**src/inc/occ_map.svh**
```systemverilog
`ifndef OCC_MAP_SVH
`define OCC_MAP_SVH

// Register byte offsets on the APB bus.
`define OCC_CTRL_OFS 12'h000
`define OCC_PRI_OFS 12'h004
`define OCC_SEC_OFS 12'h008

// Control register field positions.
`define OCC_IDLE_BIT 13
`define OCC_FAULT_BIT 4
`define OCC_TSEL_BIT 3
`define OCC_MODE_HI 2
`define OCC_MODE_LO 0

// Reset values.
`define OCC_CTRL_RST 16'h0000
`define OCC_CMP_RST 16'h0000

// Channels numbered up to this value answer to the first fault input.
`define OCC_FAULT_A_LAST 4

`endif

```
**src/inc/occ_pkg.sv**
```systemverilog
`include "occ_map.svh"

package occ_pkg;

  // Operating modes as held in the mode field.
  typedef enum logic [2:0] {
    MODE_OFF = 3'h0,
    MODE_LOW_SET = 3'h1,
    MODE_HIGH_CLR = 3'h2,
    MODE_TOGGLE = 3'h3,
    MODE_ONE_PULSE = 3'h4,
    MODE_PULSE_TRAIN = 3'h5,
    MODE_PWM = 3'h6,
    MODE_PWM_FAULT = 3'h7
  } mode_type;

  // Progress of a delayed or continuous pulse.
  typedef enum logic [1:0] {
    PULSE_RISE,
    PULSE_FALL,
    PULSE_DONE
  } pulse_state_type;

endpackage

```
**src/rtl/level_sync.sv**
```systemverilog
`timescale 1ns/1ps
`default_nettype none

// Two flip-flop synchroniser for one pin level.
module level_sync (
  // Clock and reset.
  input wire logic clk_in,
  input wire logic rst_n_in,
  // Pin level and its synchronised copy.
  input wire logic async_in,
  output logic sync_out
);

  // First stage, read only by the second stage.
  logic meta_q;

  // Both stages reset high, the idle level of an active-low fault pin.
  always_ff @(posedge clk_in or negedge rst_n_in) begin
    if (!rst_n_in) begin
      meta_q <= 1'b1;
      sync_out <= 1'b1;
    end else begin
      meta_q <= async_in;
      sync_out <= meta_q;
    end
  end

endmodule

`default_nettype wire

```
**src/rtl/duty_shadow.sv**
```systemverilog
`timescale 1ns/1ps
`default_nettype none
`include "occ_map.svh"

// Working copies of the compare values that the match logic uses.
module duty_shadow (
  // Clock and reset.
  input wire logic clk_in,
  input wire logic rst_n_in,
  // Control.
  input wire logic pwm_in,
  input wire logic load_in,
  // Software values.
  input wire logic [15:0] pri_in,
  input wire logic [15:0] sec_in,
  // Working values.
  output logic [15:0] act_pri_out,
  output logic [15:0] act_sec_out
);

  // In PWM modes the copies move only at a period boundary, so a duty
  // written mid-period never cuts the running pulse short. Elsewhere they
  // follow software with one cycle of lag.
  always_ff @(posedge clk_in or negedge rst_n_in) begin
    if (!rst_n_in) begin
      act_pri_out <= `OCC_CMP_RST;
      act_sec_out <= `OCC_CMP_RST;
    end else if (!pwm_in || load_in) begin
      act_pri_out <= pri_in;
      act_sec_out <= sec_in;
    end
  end

endmodule

`default_nettype wire

```
**src/rtl/compare_channel.sv**
```systemverilog
`timescale 1ns/1ps
`default_nettype none
`include "occ_map.svh"

// Function
// - Timer-select bit one picks second timer.
// - Compare timer against one or two values.
// - Mode comes from control bits two-zero.
// - Mode 000: disabled, pin under port.
// - Mode 001: start low, match sets high.
// - Mode 010: start high, match clears low.
// - Mode 011: keep level, match toggles.
// - Toggle mode interrupts on both edges.
// - Mode 100: one pulse, interrupt falling.
// - Mode 101: repeating pulses, interrupt falling.
// - PWM starts high unless primary is zero.
// - Mode 110: PWM, no fault, no interrupt.
// - Mode 111: PWM, fault falling edge interrupts.
// - Fault A serves 1-4, B 5-8.
// - Fault flag read-only, cleared by hardware.
// - Idle-stop bit halts channel in idle.
// - Unimplemented control bits read zero.
module compare_channel #(
  parameter int CHANNEL_NUMBER = 1
) (
  // Clock and reset.
  input wire logic clk_in,
  input wire logic rst_n_in,
  // APB slave.
  input wire logic psel_in,
  input wire logic penable_in,
  input wire logic pwrite_in,
  input wire logic [11:0] paddr_in,
  input wire logic [31:0] pwdata_in,
  output logic [31:0] prdata_out,
  output logic pready_out,
  output logic pslverr_out,
  // Time bases and processor state.
  input wire logic [15:0] timer2_count_in,
  input wire logic [15:0] timer3_count_in,
  input wire logic cpu_idle_in,
  // General-purpose port values used while disabled.
  input wire logic gpio_level_in,
  input wire logic gpio_enable_in,
  // Fault pins, active low.
  input wire logic fault_input_a_in,
  input wire logic fault_input_b_in,
  // Output pin and interrupt.
  output logic compare_output_pin_out,
  output logic compare_output_oe_out,
  output logic compare_irq_out
);

  import occ_pkg::*;

  // True when an APB address selects the register at the given offset.
  function automatic logic reg_hit(input logic [11:0] addr, input logic [11:0] ofs);
    reg_hit = (addr == ofs);
  endfunction

  // True when a fresh timer step lands on a compare value.
  function automatic logic compare_hit(input logic step, input logic [15:0] t, input logic [15:0] v);
    compare_hit = step && (t == v);
  endfunction

  // Control fields.
  logic idle_stop_control_q;
  logic time_base_select_q;
  mode_type compare_mode_field_q;
  logic fault_status_flag_q;
  // Software compare values.
  logic [15:0] primary_compare_value_q;
  logic [15:0] secondary_compare_value_q;
  // Working compare values.
  logic [15:0] act_pri;
  logic [15:0] act_sec;
  // Bus handshake registers.
  logic pready_q;
  logic pslverr_q;
  logic [31:0] prdata_q;
  // Timer view.
  logic [15:0] timer_now;
  logic [15:0] timer_prev_q;
  logic count_step;
  logic boundary;
  // Mode tracking.
  mode_type mode_seen_q;
  logic entry;
  logic run;
  logic pwm_mode;
  // Matches and pulse progress.
  logic match_pri;
  logic match_sec;
  pulse_state_type pulse_q;
  logic pulse_rise;
  logic pulse_fall;
  // Fault pins.
  logic fault_a_s;
  logic fault_b_s;
  logic fault_sel;
  logic fault_prev_q;
  logic fault_fall;
  // Pin and interrupt registers.
  logic pin_q;
  logic oe_q;
  logic irq_q;
  // Bus strobes.
  logic bus_wr;
  logic bus_setup;
  logic addr_ok;

  assign prdata_out = prdata_q;
  assign pready_out = pready_q;
  assign pslverr_out = pslverr_q;
  assign compare_output_pin_out = pin_q;
  assign compare_output_oe_out = oe_q;
  assign compare_irq_out = irq_q;

  // Decode shared by the read and write paths.
  assign addr_ok = reg_hit(paddr_in, `OCC_CTRL_OFS) || reg_hit(paddr_in, `OCC_PRI_OFS)
                   || reg_hit(paddr_in, `OCC_SEC_OFS);
  assign bus_setup = psel_in && !penable_in;
  // A write lands only at the edge that completes the access phase.
  assign bus_wr = psel_in && penable_in && pready_q && pwrite_in;

  // Ready rises in the first access cycle, so every transfer has no wait.
  always_ff @(posedge clk_in or negedge rst_n_in) begin
    if (!rst_n_in) begin
      pready_q <= 1'b0;
      pslverr_q <= 1'b0;
    end else begin
      pready_q <= bus_setup;
      pslverr_q <= bus_setup && !addr_ok;
    end
  end

  // Read data is captured in the setup cycle and held through the access.
  always_ff @(posedge clk_in or negedge rst_n_in) begin
    if (!rst_n_in) begin
      prdata_q <= 32'h0000_0000;
    end else if (bus_setup) begin
      prdata_q <= 32'h0000_0000;
      if (reg_hit(paddr_in, `OCC_CTRL_OFS)) begin
        // Unimplemented bits stay zero in this word.
        prdata_q[`OCC_IDLE_BIT] <= idle_stop_control_q;
        prdata_q[`OCC_FAULT_BIT] <= fault_status_flag_q;
        prdata_q[`OCC_TSEL_BIT] <= time_base_select_q;
        prdata_q[`OCC_MODE_HI:`OCC_MODE_LO] <= compare_mode_field_q;
      end else if (reg_hit(paddr_in, `OCC_PRI_OFS)) begin
        prdata_q[15:0] <= primary_compare_value_q;
      end else if (reg_hit(paddr_in, `OCC_SEC_OFS)) begin
        prdata_q[15:0] <= secondary_compare_value_q;
      end
    end
  end

  // Control register writes. The fault flag is not writable here. The
  // hardware does not guard against a write while the timer runs, so a
  // mode change mid-count may produce a stray edge.
  always_ff @(posedge clk_in or negedge rst_n_in) begin
    if (!rst_n_in) begin
      idle_stop_control_q <= 1'(`OCC_CTRL_RST >> `OCC_IDLE_BIT);
      time_base_select_q <= 1'(`OCC_CTRL_RST >> `OCC_TSEL_BIT);
      compare_mode_field_q <= MODE_OFF;
    end else if (bus_wr && reg_hit(paddr_in, `OCC_CTRL_OFS)) begin
      idle_stop_control_q <= pwdata_in[`OCC_IDLE_BIT];
      time_base_select_q <= pwdata_in[`OCC_TSEL_BIT];
      compare_mode_field_q <= mode_type'(pwdata_in[`OCC_MODE_HI:`OCC_MODE_LO]);
    end
  end

  // Compare value writes.
  always_ff @(posedge clk_in or negedge rst_n_in) begin
    if (!rst_n_in) begin
      primary_compare_value_q <= `OCC_CMP_RST;
      secondary_compare_value_q <= `OCC_CMP_RST;
    end else if (bus_wr) begin
      if (reg_hit(paddr_in, `OCC_PRI_OFS)) begin
        primary_compare_value_q <= pwdata_in[15:0];
      end
      if (reg_hit(paddr_in, `OCC_SEC_OFS)) begin
        secondary_compare_value_q <= pwdata_in[15:0];
      end
    end
  end

  // Time base selection and step detection. A prescaled timer holds its
  // count for many cycles; only the cycle in which it moves may match.
  assign timer_now = time_base_select_q ? timer3_count_in : timer2_count_in;
  assign count_step = (timer_now != timer_prev_q);
  assign boundary = count_step && (timer_now == 16'h0000);

  // Previous timer count.
  always_ff @(posedge clk_in or negedge rst_n_in) begin
    if (!rst_n_in) begin
      timer_prev_q <= 16'h0000;
    end else begin
      timer_prev_q <= timer_now;
    end
  end

  // Mode entry is the first cycle in which a new mode is seen.
  always_ff @(posedge clk_in or negedge rst_n_in) begin
    if (!rst_n_in) begin
      mode_seen_q <= MODE_OFF;
    end else begin
      mode_seen_q <= compare_mode_field_q;
    end
  end

  assign entry = (compare_mode_field_q != mode_seen_q);
  assign pwm_mode = (compare_mode_field_q == MODE_PWM) || (compare_mode_field_q == MODE_PWM_FAULT);
  // The channel acts only when enabled and not parked by idle.
  assign run = (compare_mode_field_q != MODE_OFF)
               && !(idle_stop_control_q && cpu_idle_in);

  // Working copies of the compare values.
  duty_shadow u_shadow (
    .clk_in(clk_in),
    .rst_n_in(rst_n_in),
    .pwm_in(pwm_mode),
    .load_in(boundary),
    .pri_in(primary_compare_value_q),
    .sec_in(secondary_compare_value_q),
    .act_pri_out(act_pri),
    .act_sec_out(act_sec)
  );

  // Pulse modes use both values, the others the primary alone.
  assign match_pri = compare_hit(count_step, timer_now, act_pri);
  assign match_sec = compare_hit(count_step, timer_now, act_sec);

  // Fault pins pass two flip-flops before any logic reads them.
  level_sync u_sync_a (
    .clk_in(clk_in),
    .rst_n_in(rst_n_in),
    .async_in(fault_input_a_in),
    .sync_out(fault_a_s)
  );

  level_sync u_sync_b (
    .clk_in(clk_in),
    .rst_n_in(rst_n_in),
    .async_in(fault_input_b_in),
    .sync_out(fault_b_s)
  );

  // The channel number picks which fault pin governs it.
  assign fault_sel = (CHANNEL_NUMBER <= `OCC_FAULT_A_LAST) ? fault_a_s : fault_b_s;

  // Previous synchronised fault level, for edge detection.
  always_ff @(posedge clk_in or negedge rst_n_in) begin
    if (!rst_n_in) begin
      fault_prev_q <= 1'b1;
    end else begin
      fault_prev_q <= fault_sel;
    end
  end

  assign fault_fall = fault_prev_q && !fault_sel;

  // Fault flag: set by a falling fault edge in mode 111, cleared by
  // hardware at a period boundary once the pin is high again, or when the
  // mode is left. A set in the same cycle as a clear wins.
  always_ff @(posedge clk_in or negedge rst_n_in) begin
    if (!rst_n_in) begin
      fault_status_flag_q <= 1'b0;
    end else if (run && compare_mode_field_q == MODE_PWM_FAULT && fault_fall) begin
      fault_status_flag_q <= 1'b1;
    end else if (compare_mode_field_q != MODE_PWM_FAULT || (boundary && fault_sel)) begin
      fault_status_flag_q <= 1'b0;
    end
  end

  // Pulse sequencer for delayed one-shot and continuous pulse modes.
  assign pulse_rise = run && !entry && pulse_q == PULSE_RISE && match_pri;
  assign pulse_fall = run && !entry && pulse_q == PULSE_FALL && match_sec;

  always_ff @(posedge clk_in or negedge rst_n_in) begin
    if (!rst_n_in) begin
      pulse_q <= PULSE_RISE;
    end else if (entry) begin
      pulse_q <= PULSE_RISE;
    end else begin
      case (pulse_q)
        PULSE_RISE: begin
          if (pulse_rise) begin
            pulse_q <= PULSE_FALL;
          end
        end
        PULSE_FALL: begin
          // Continuous mode rearms; the single pulse mode stops.
          if (pulse_fall) begin
            pulse_q <= (compare_mode_field_q == MODE_PULSE_TRAIN) ? PULSE_RISE : PULSE_DONE;
          end
        end
        PULSE_DONE: begin
          pulse_q <= PULSE_DONE;
        end
        default: begin
          pulse_q <= PULSE_RISE;
        end
      endcase
    end
  end

  // Output pin level and drive enable.
  always_ff @(posedge clk_in or negedge rst_n_in) begin
    if (!rst_n_in) begin
      pin_q <= 1'b0;
      oe_q <= 1'b0;
    end else if (compare_mode_field_q == MODE_OFF) begin
      // The port logic owns the pin.
      pin_q <= gpio_level_in;
      oe_q <= gpio_enable_in;
    end else if (entry) begin
      oe_q <= 1'b1;
      case (compare_mode_field_q)
        MODE_LOW_SET: pin_q <= 1'b0;
        MODE_HIGH_CLR: pin_q <= 1'b1;
        MODE_TOGGLE: pin_q <= pin_q;
        MODE_ONE_PULSE: pin_q <= 1'b0;
        MODE_PULSE_TRAIN: pin_q <= 1'b0;
        MODE_PWM: pin_q <= (primary_compare_value_q != 16'h0000);
        MODE_PWM_FAULT: pin_q <= (primary_compare_value_q != 16'h0000);
        default: pin_q <= 1'b0;
      endcase
    end else if (run) begin
      case (compare_mode_field_q)
        MODE_LOW_SET: begin
          if (match_pri) begin
            pin_q <= 1'b1;
          end
        end
        MODE_HIGH_CLR: begin
          if (match_pri) begin
            pin_q <= 1'b0;
          end
        end
        MODE_TOGGLE: begin
          if (match_pri) begin
            pin_q <= !pin_q;
          end
        end
        MODE_ONE_PULSE, MODE_PULSE_TRAIN: begin
          if (pulse_rise) begin
            pin_q <= 1'b1;
          end else if (pulse_fall) begin
            pin_q <= 1'b0;
          end
        end
        MODE_PWM, MODE_PWM_FAULT: begin
          // A fault floats the pin until the flag clears at a boundary.
          if (compare_mode_field_q == MODE_PWM_FAULT && (fault_status_flag_q || fault_fall)) begin
            oe_q <= 1'b0;
          end else begin
            oe_q <= 1'b1;
            if (boundary) begin
              pin_q <= (primary_compare_value_q != 16'h0000);
            end else if (match_pri) begin
              pin_q <= 1'b0;
            end
          end
        end
        default: begin
          pin_q <= pin_q;
        end
      endcase
    end
  end

  // Interrupt pulse, one cycle per event. Mode 110 never raises one.
  always_ff @(posedge clk_in or negedge rst_n_in) begin
    if (!rst_n_in) begin
      irq_q <= 1'b0;
    end else if (!run || entry) begin
      irq_q <= 1'b0;
    end else begin
      case (compare_mode_field_q)
        MODE_LOW_SET, MODE_HIGH_CLR: irq_q <= match_pri;
        MODE_TOGGLE: irq_q <= match_pri;
        MODE_ONE_PULSE, MODE_PULSE_TRAIN: irq_q <= pulse_fall;
        MODE_PWM_FAULT: irq_q <= fault_fall;
        default: irq_q <= 1'b0;
      endcase
    end
  end
endmodule

`default_nettype wire

```
**config.mk**
```make
export PLATFORM = sky130hd
export DESIGN_NAME = compare_channel
export DESIGN_NICKNAME = d
export VERILOG_FILES = /design/src/inc/occ_pkg.sv /design/src/rtl/level_sync.sv /design/src/rtl/duty_shadow.sv /design/src/rtl/compare_channel.sv
export VERILOG_INCLUDE_DIRS = /design/src /design/src/inc
export SDC_FILE = /design/constraint.sdc
export NUM_CORES = 1
export LEC_CHECK = 0
export BUFFER_PORTS_ARGS = -buffer_cell sky130_fd_sc_hd__buf_4
export CORE_MARGIN = 10
export CORE_UTILIZATION = 55
export CTS_BUF_LIST = sky130_fd_sc_hd__clkbuf_2 sky130_fd_sc_hd__clkbuf_4 sky130_fd_sc_hd__clkbuf_8
export CTS_CLUSTER_DIAMETER = 50
export DETAILED_ROUTE_END_ITERATION = 12
export HOLD_SLACK_MARGIN = 0.15
export PLACE_DENSITY = 0.81
export SKIP_CTS_REPAIR_TIMING = 1
export SLEW_MARGIN = 20
export SYNTH_ARGS = -nofsm -noshare
export SYNTH_HDL_FRONTEND = slang
export SYNTH_SLANG_ARGS = --single-unit
```
**constraint.sdc**
```tcl
create_clock -name clk_in -period 6.9 [get_ports clk_in]
set_input_delay 0.69 -clock clk_in [delete_from_list [all_inputs] [get_ports clk_in]]
set_output_delay 0.69 -clock clk_in [all_outputs]
set_load 0.005 [all_outputs]
```
==> results.yml <==
place:
  place_congestion: 0.8842
  dp_hpwl_mm: 9.779
  port_buffers: 89
clock_tree:
  tritoncts: "yes"
  path_clk_slew_ps: 70
  cts_sinks: 115
  cts_buffer_depth: 2
  root_buffer: "clkbuf_8"
  htree_levels: 4
  cts-buffers-inserted: 17
  clkLatencyLatePin_ps: 430
pwr:
  internal-power_mw: 1.127
  clock_power_share_pct: 43.8
  seq_power_share_pct: 47.4
  p_sw_mw: 0.3510
  pwr-share-comb_pct: 8.8
  vdd.ir_drop.worst_uv: 225.0
  swShare_pct: 23.75
  leakage_nw: 3.153
  powerDensity_mw_per_mm2: 219.3
worst_setup_path:
  end_kind: "register"
  path_max_fanout: 32
  cp-start-kind: "register"
  required_ps: 7200
  critPathKind: "register to register"
  critPathArrivalTime_ps: 3440
synth:
  ys.flop_type: "dfrtp_1"
  synth_top_area_cell: "dfrtp_1"
  syn_inst: 465
  postSynthAreaPerCell_sq_um: 12.11
  async_flop_share_pct: 100.0
  synth_cell_types: 49
  synth_edf_count: 0
  ys_seq_area_share_pct: 51.17
  syn_area_sq_mm: 0.005632
  synthDominantCellAreaShare_pct: 49.77
  ys_warn_count: 0
  ys_ff_latch: 115
  synthTopCellsByArea: "dfrtp_1 (50%), mux2_2 (14%), xnor2_1 (7.8%), mux2i_4 (2.8%), nor2_1 (2.6%)"
global_routing:
  grt_start_max_net_pins: 62
  grt_util_met2_pct: 31.39
  grt_overflow: 0
  grtUsageTotal_pct: 18.34
  busiest_layer: "met2"
  use_met1_pct: 21.77
  antenna_found_initial: 0
  grt_pass1_wl_mm: 21.36
  use_met3_pct: 4.281
  grt_pass1_vias: 4298
layout:
  nFillCells: 708
  final_nets: 643
  layout_commonest_cell: "dfrtp_1"
  antenna_cells: 0
  area_growth_pct: 19.64
  drive_gt1_share_pct: 39.30
  seq_area_sq_mm: 0.002882
  final_cell_mix: "dfrtp_1 (112), buf_4 (94), mux2_2 (69)"
  multi_input_area_sq_mm: 0.002496
floorplan:
  die_w_um: 121.2
  start_util_pct: 57.09
  die_area_sq_mm: 0.01469
  std_cell_rows: 36
  coreArea_sq_mm: 0.009864
  io_pins: 123
  dieHeight_um: 121.2
sta:
  maxSlewHeadroom_pct: 21.17
  fmax_mhz: 318.8
  fin_setup_tns_ps: 0
  clock_skew_ps: 9.027
  setup_violations: 0
  finalMaxSlewViolations: 0
  hold_viol: 0
  min_period_over_period_pct: 45.46
  min_period_ps: 3137
  hold_slack_ps: 316.9
  worstMarginPinSlew_ps: 1178
  grt_setup_unrepaired: "false"
drt:
  dr_total_vias: 3942
  wl_per_cell_um: 19.31
  drtIter0Drc: 244
  ant_nets: 0
  via_per_inst: 5.607
  first_pass_iters: 5
  routed_wirelength_mm: 13.58
  post-route-drc-count: 0
flow_run:
  maxCapViolations: 0
outcome:
  status: "complete, no violations"
min_path:
  hold_class: "primary input to asynchronous set/reset pin"
[worst max-delay path, cell delays in order, from the launching register on]
cell and delay (ps):
dfrtp_1 390, buf_4 410, mux2i_2 580, xnor2_1 120, nor4_1 290, nand4_2 210, a21oi_2 190, buf_4 390
mux2_2 400
[state kept, by name (all words and copies together), names as in the netlist]
register and count:
prdata_out 16, primary_compare_value_q 16, secondary_compare_value_q 16, timer_prev_q 16, u_shadow.act_pri_out 16, u_shadow.act_sec_out 16, compare_mode_field_q 3, mode_seen_q 3
pulse_q 2, compare_irq_out 1, compare_output_oe_out 1, compare_output_pin_out 1, fault_prev_q 1, fault_status_flag_q 1, idle_stop_control_q 1, pready_out 1
pslverr_out 1, time_base_select_q 1, u_sync_a.meta_q 1, u_sync_a.sync_out 1
[path summary, 6_finish.rpt]
kind / end / slack [ps] / startpoint / cells after the start
hold / removal: compare_output_oe_out$_DFFE_PN0P_ / 320 / rst_n_in / 1
max in group asynchronous: u_shadow.act_pri_out[14]$_DFFE_PN0P_ / 5360 / rst_n_in / 2
setup reg to reg: u_shadow.act_pri_out[12]$_DFFE_PN0P_ / 3760 / time_base_select_q$_DFFE_PN0P_ / 8
hold reg to reg: u_sync_a.sync_out$_DFF_PN1_ / 360 / u_sync_a.meta_q$_DFF_PN1_ / 0
setup / recovery: u_shadow.act_pri_out[12]$_DFFE_PN0P_ / 3760 / time_base_select_q$_DFFE_PN0P_ / 8
min in group clk_in: u_sync_a.sync_out$_DFF_PN1_ / 360 / u_sync_a.meta_q$_DFF_PN1_ / 0
[synth_stat cells, types with 3 or more instances]
cell type and count:
dfrtp_1 112, mux2_2 69, xnor2_1 50, nor2_1 39
inv_1 20, buf_4 19, nand2_1 16, nor4_1 15
a221oi_1 14, a21oi_1 13, clkbuf_1 11, mux2i_2 9
mux2i_4 7, nand4_1 7, o21ai_0 7, nor2b_1 5
nor3_1 5, buf_2 4, nand3_1 4, a31oi_1 3
dfstp_2 3, nor4_2 3
[cells by family after synthesis]
group	after synthesis	synth area share [%]
XOR/XNOR	51	7.932
buffers and inverters	56	5.510
flip-flops	115	51.17
multiplexers	87	19.15
other	1	0.06659
AO/OA/AOI/OAI	47	5.954
AND/OR/NAND/NOR	108	10.22
[metrics by stage]
stage	area (sq um)	util, %	setup slack, ps	power, mW	cells
finish	6738	68.30	3763	1.478	703
global route	6738	68.30	3498	1.526	703
global placement	6325	64.12	3796	0.8392	671
detailed placement	6325	64.12	3756	0.8444	671
floorplan	5688	-	4261	0.7717	480
CTS	6738	68.30	3731	1.488	703
[metal layers]
layer | wire (um) | up-vias
met5 | 0 | -
met4 | 296 | 0
met1 | 5362 | 1961
li1 | - | 1787
met2 | 6837 | 160
met3 | 1080 | 34
[power by group through the flow]
stage	Sequential, mW	Clock, mW	Combinational [mW]
after detailed placement	0.713	0	0.131
after floorplan	0.713	0	0.0590
after global routing	0.702	0.682	0.143
after CTS	0.701	0.656	0.132
after global placement	0.712	0	0.127
final	0.701	0.647	0.130
[layout make-up]
type,count,area share [%]
multi-input combinational,309,37.05
clock buffer,19,3.788
clock inverter,13,2.340
timing repair buffer,94,10.47
inverter,20,1.114
sequential,115,42.77
tap,133,2.470
No activity file was read; power rests on OpenSTA's default activity.
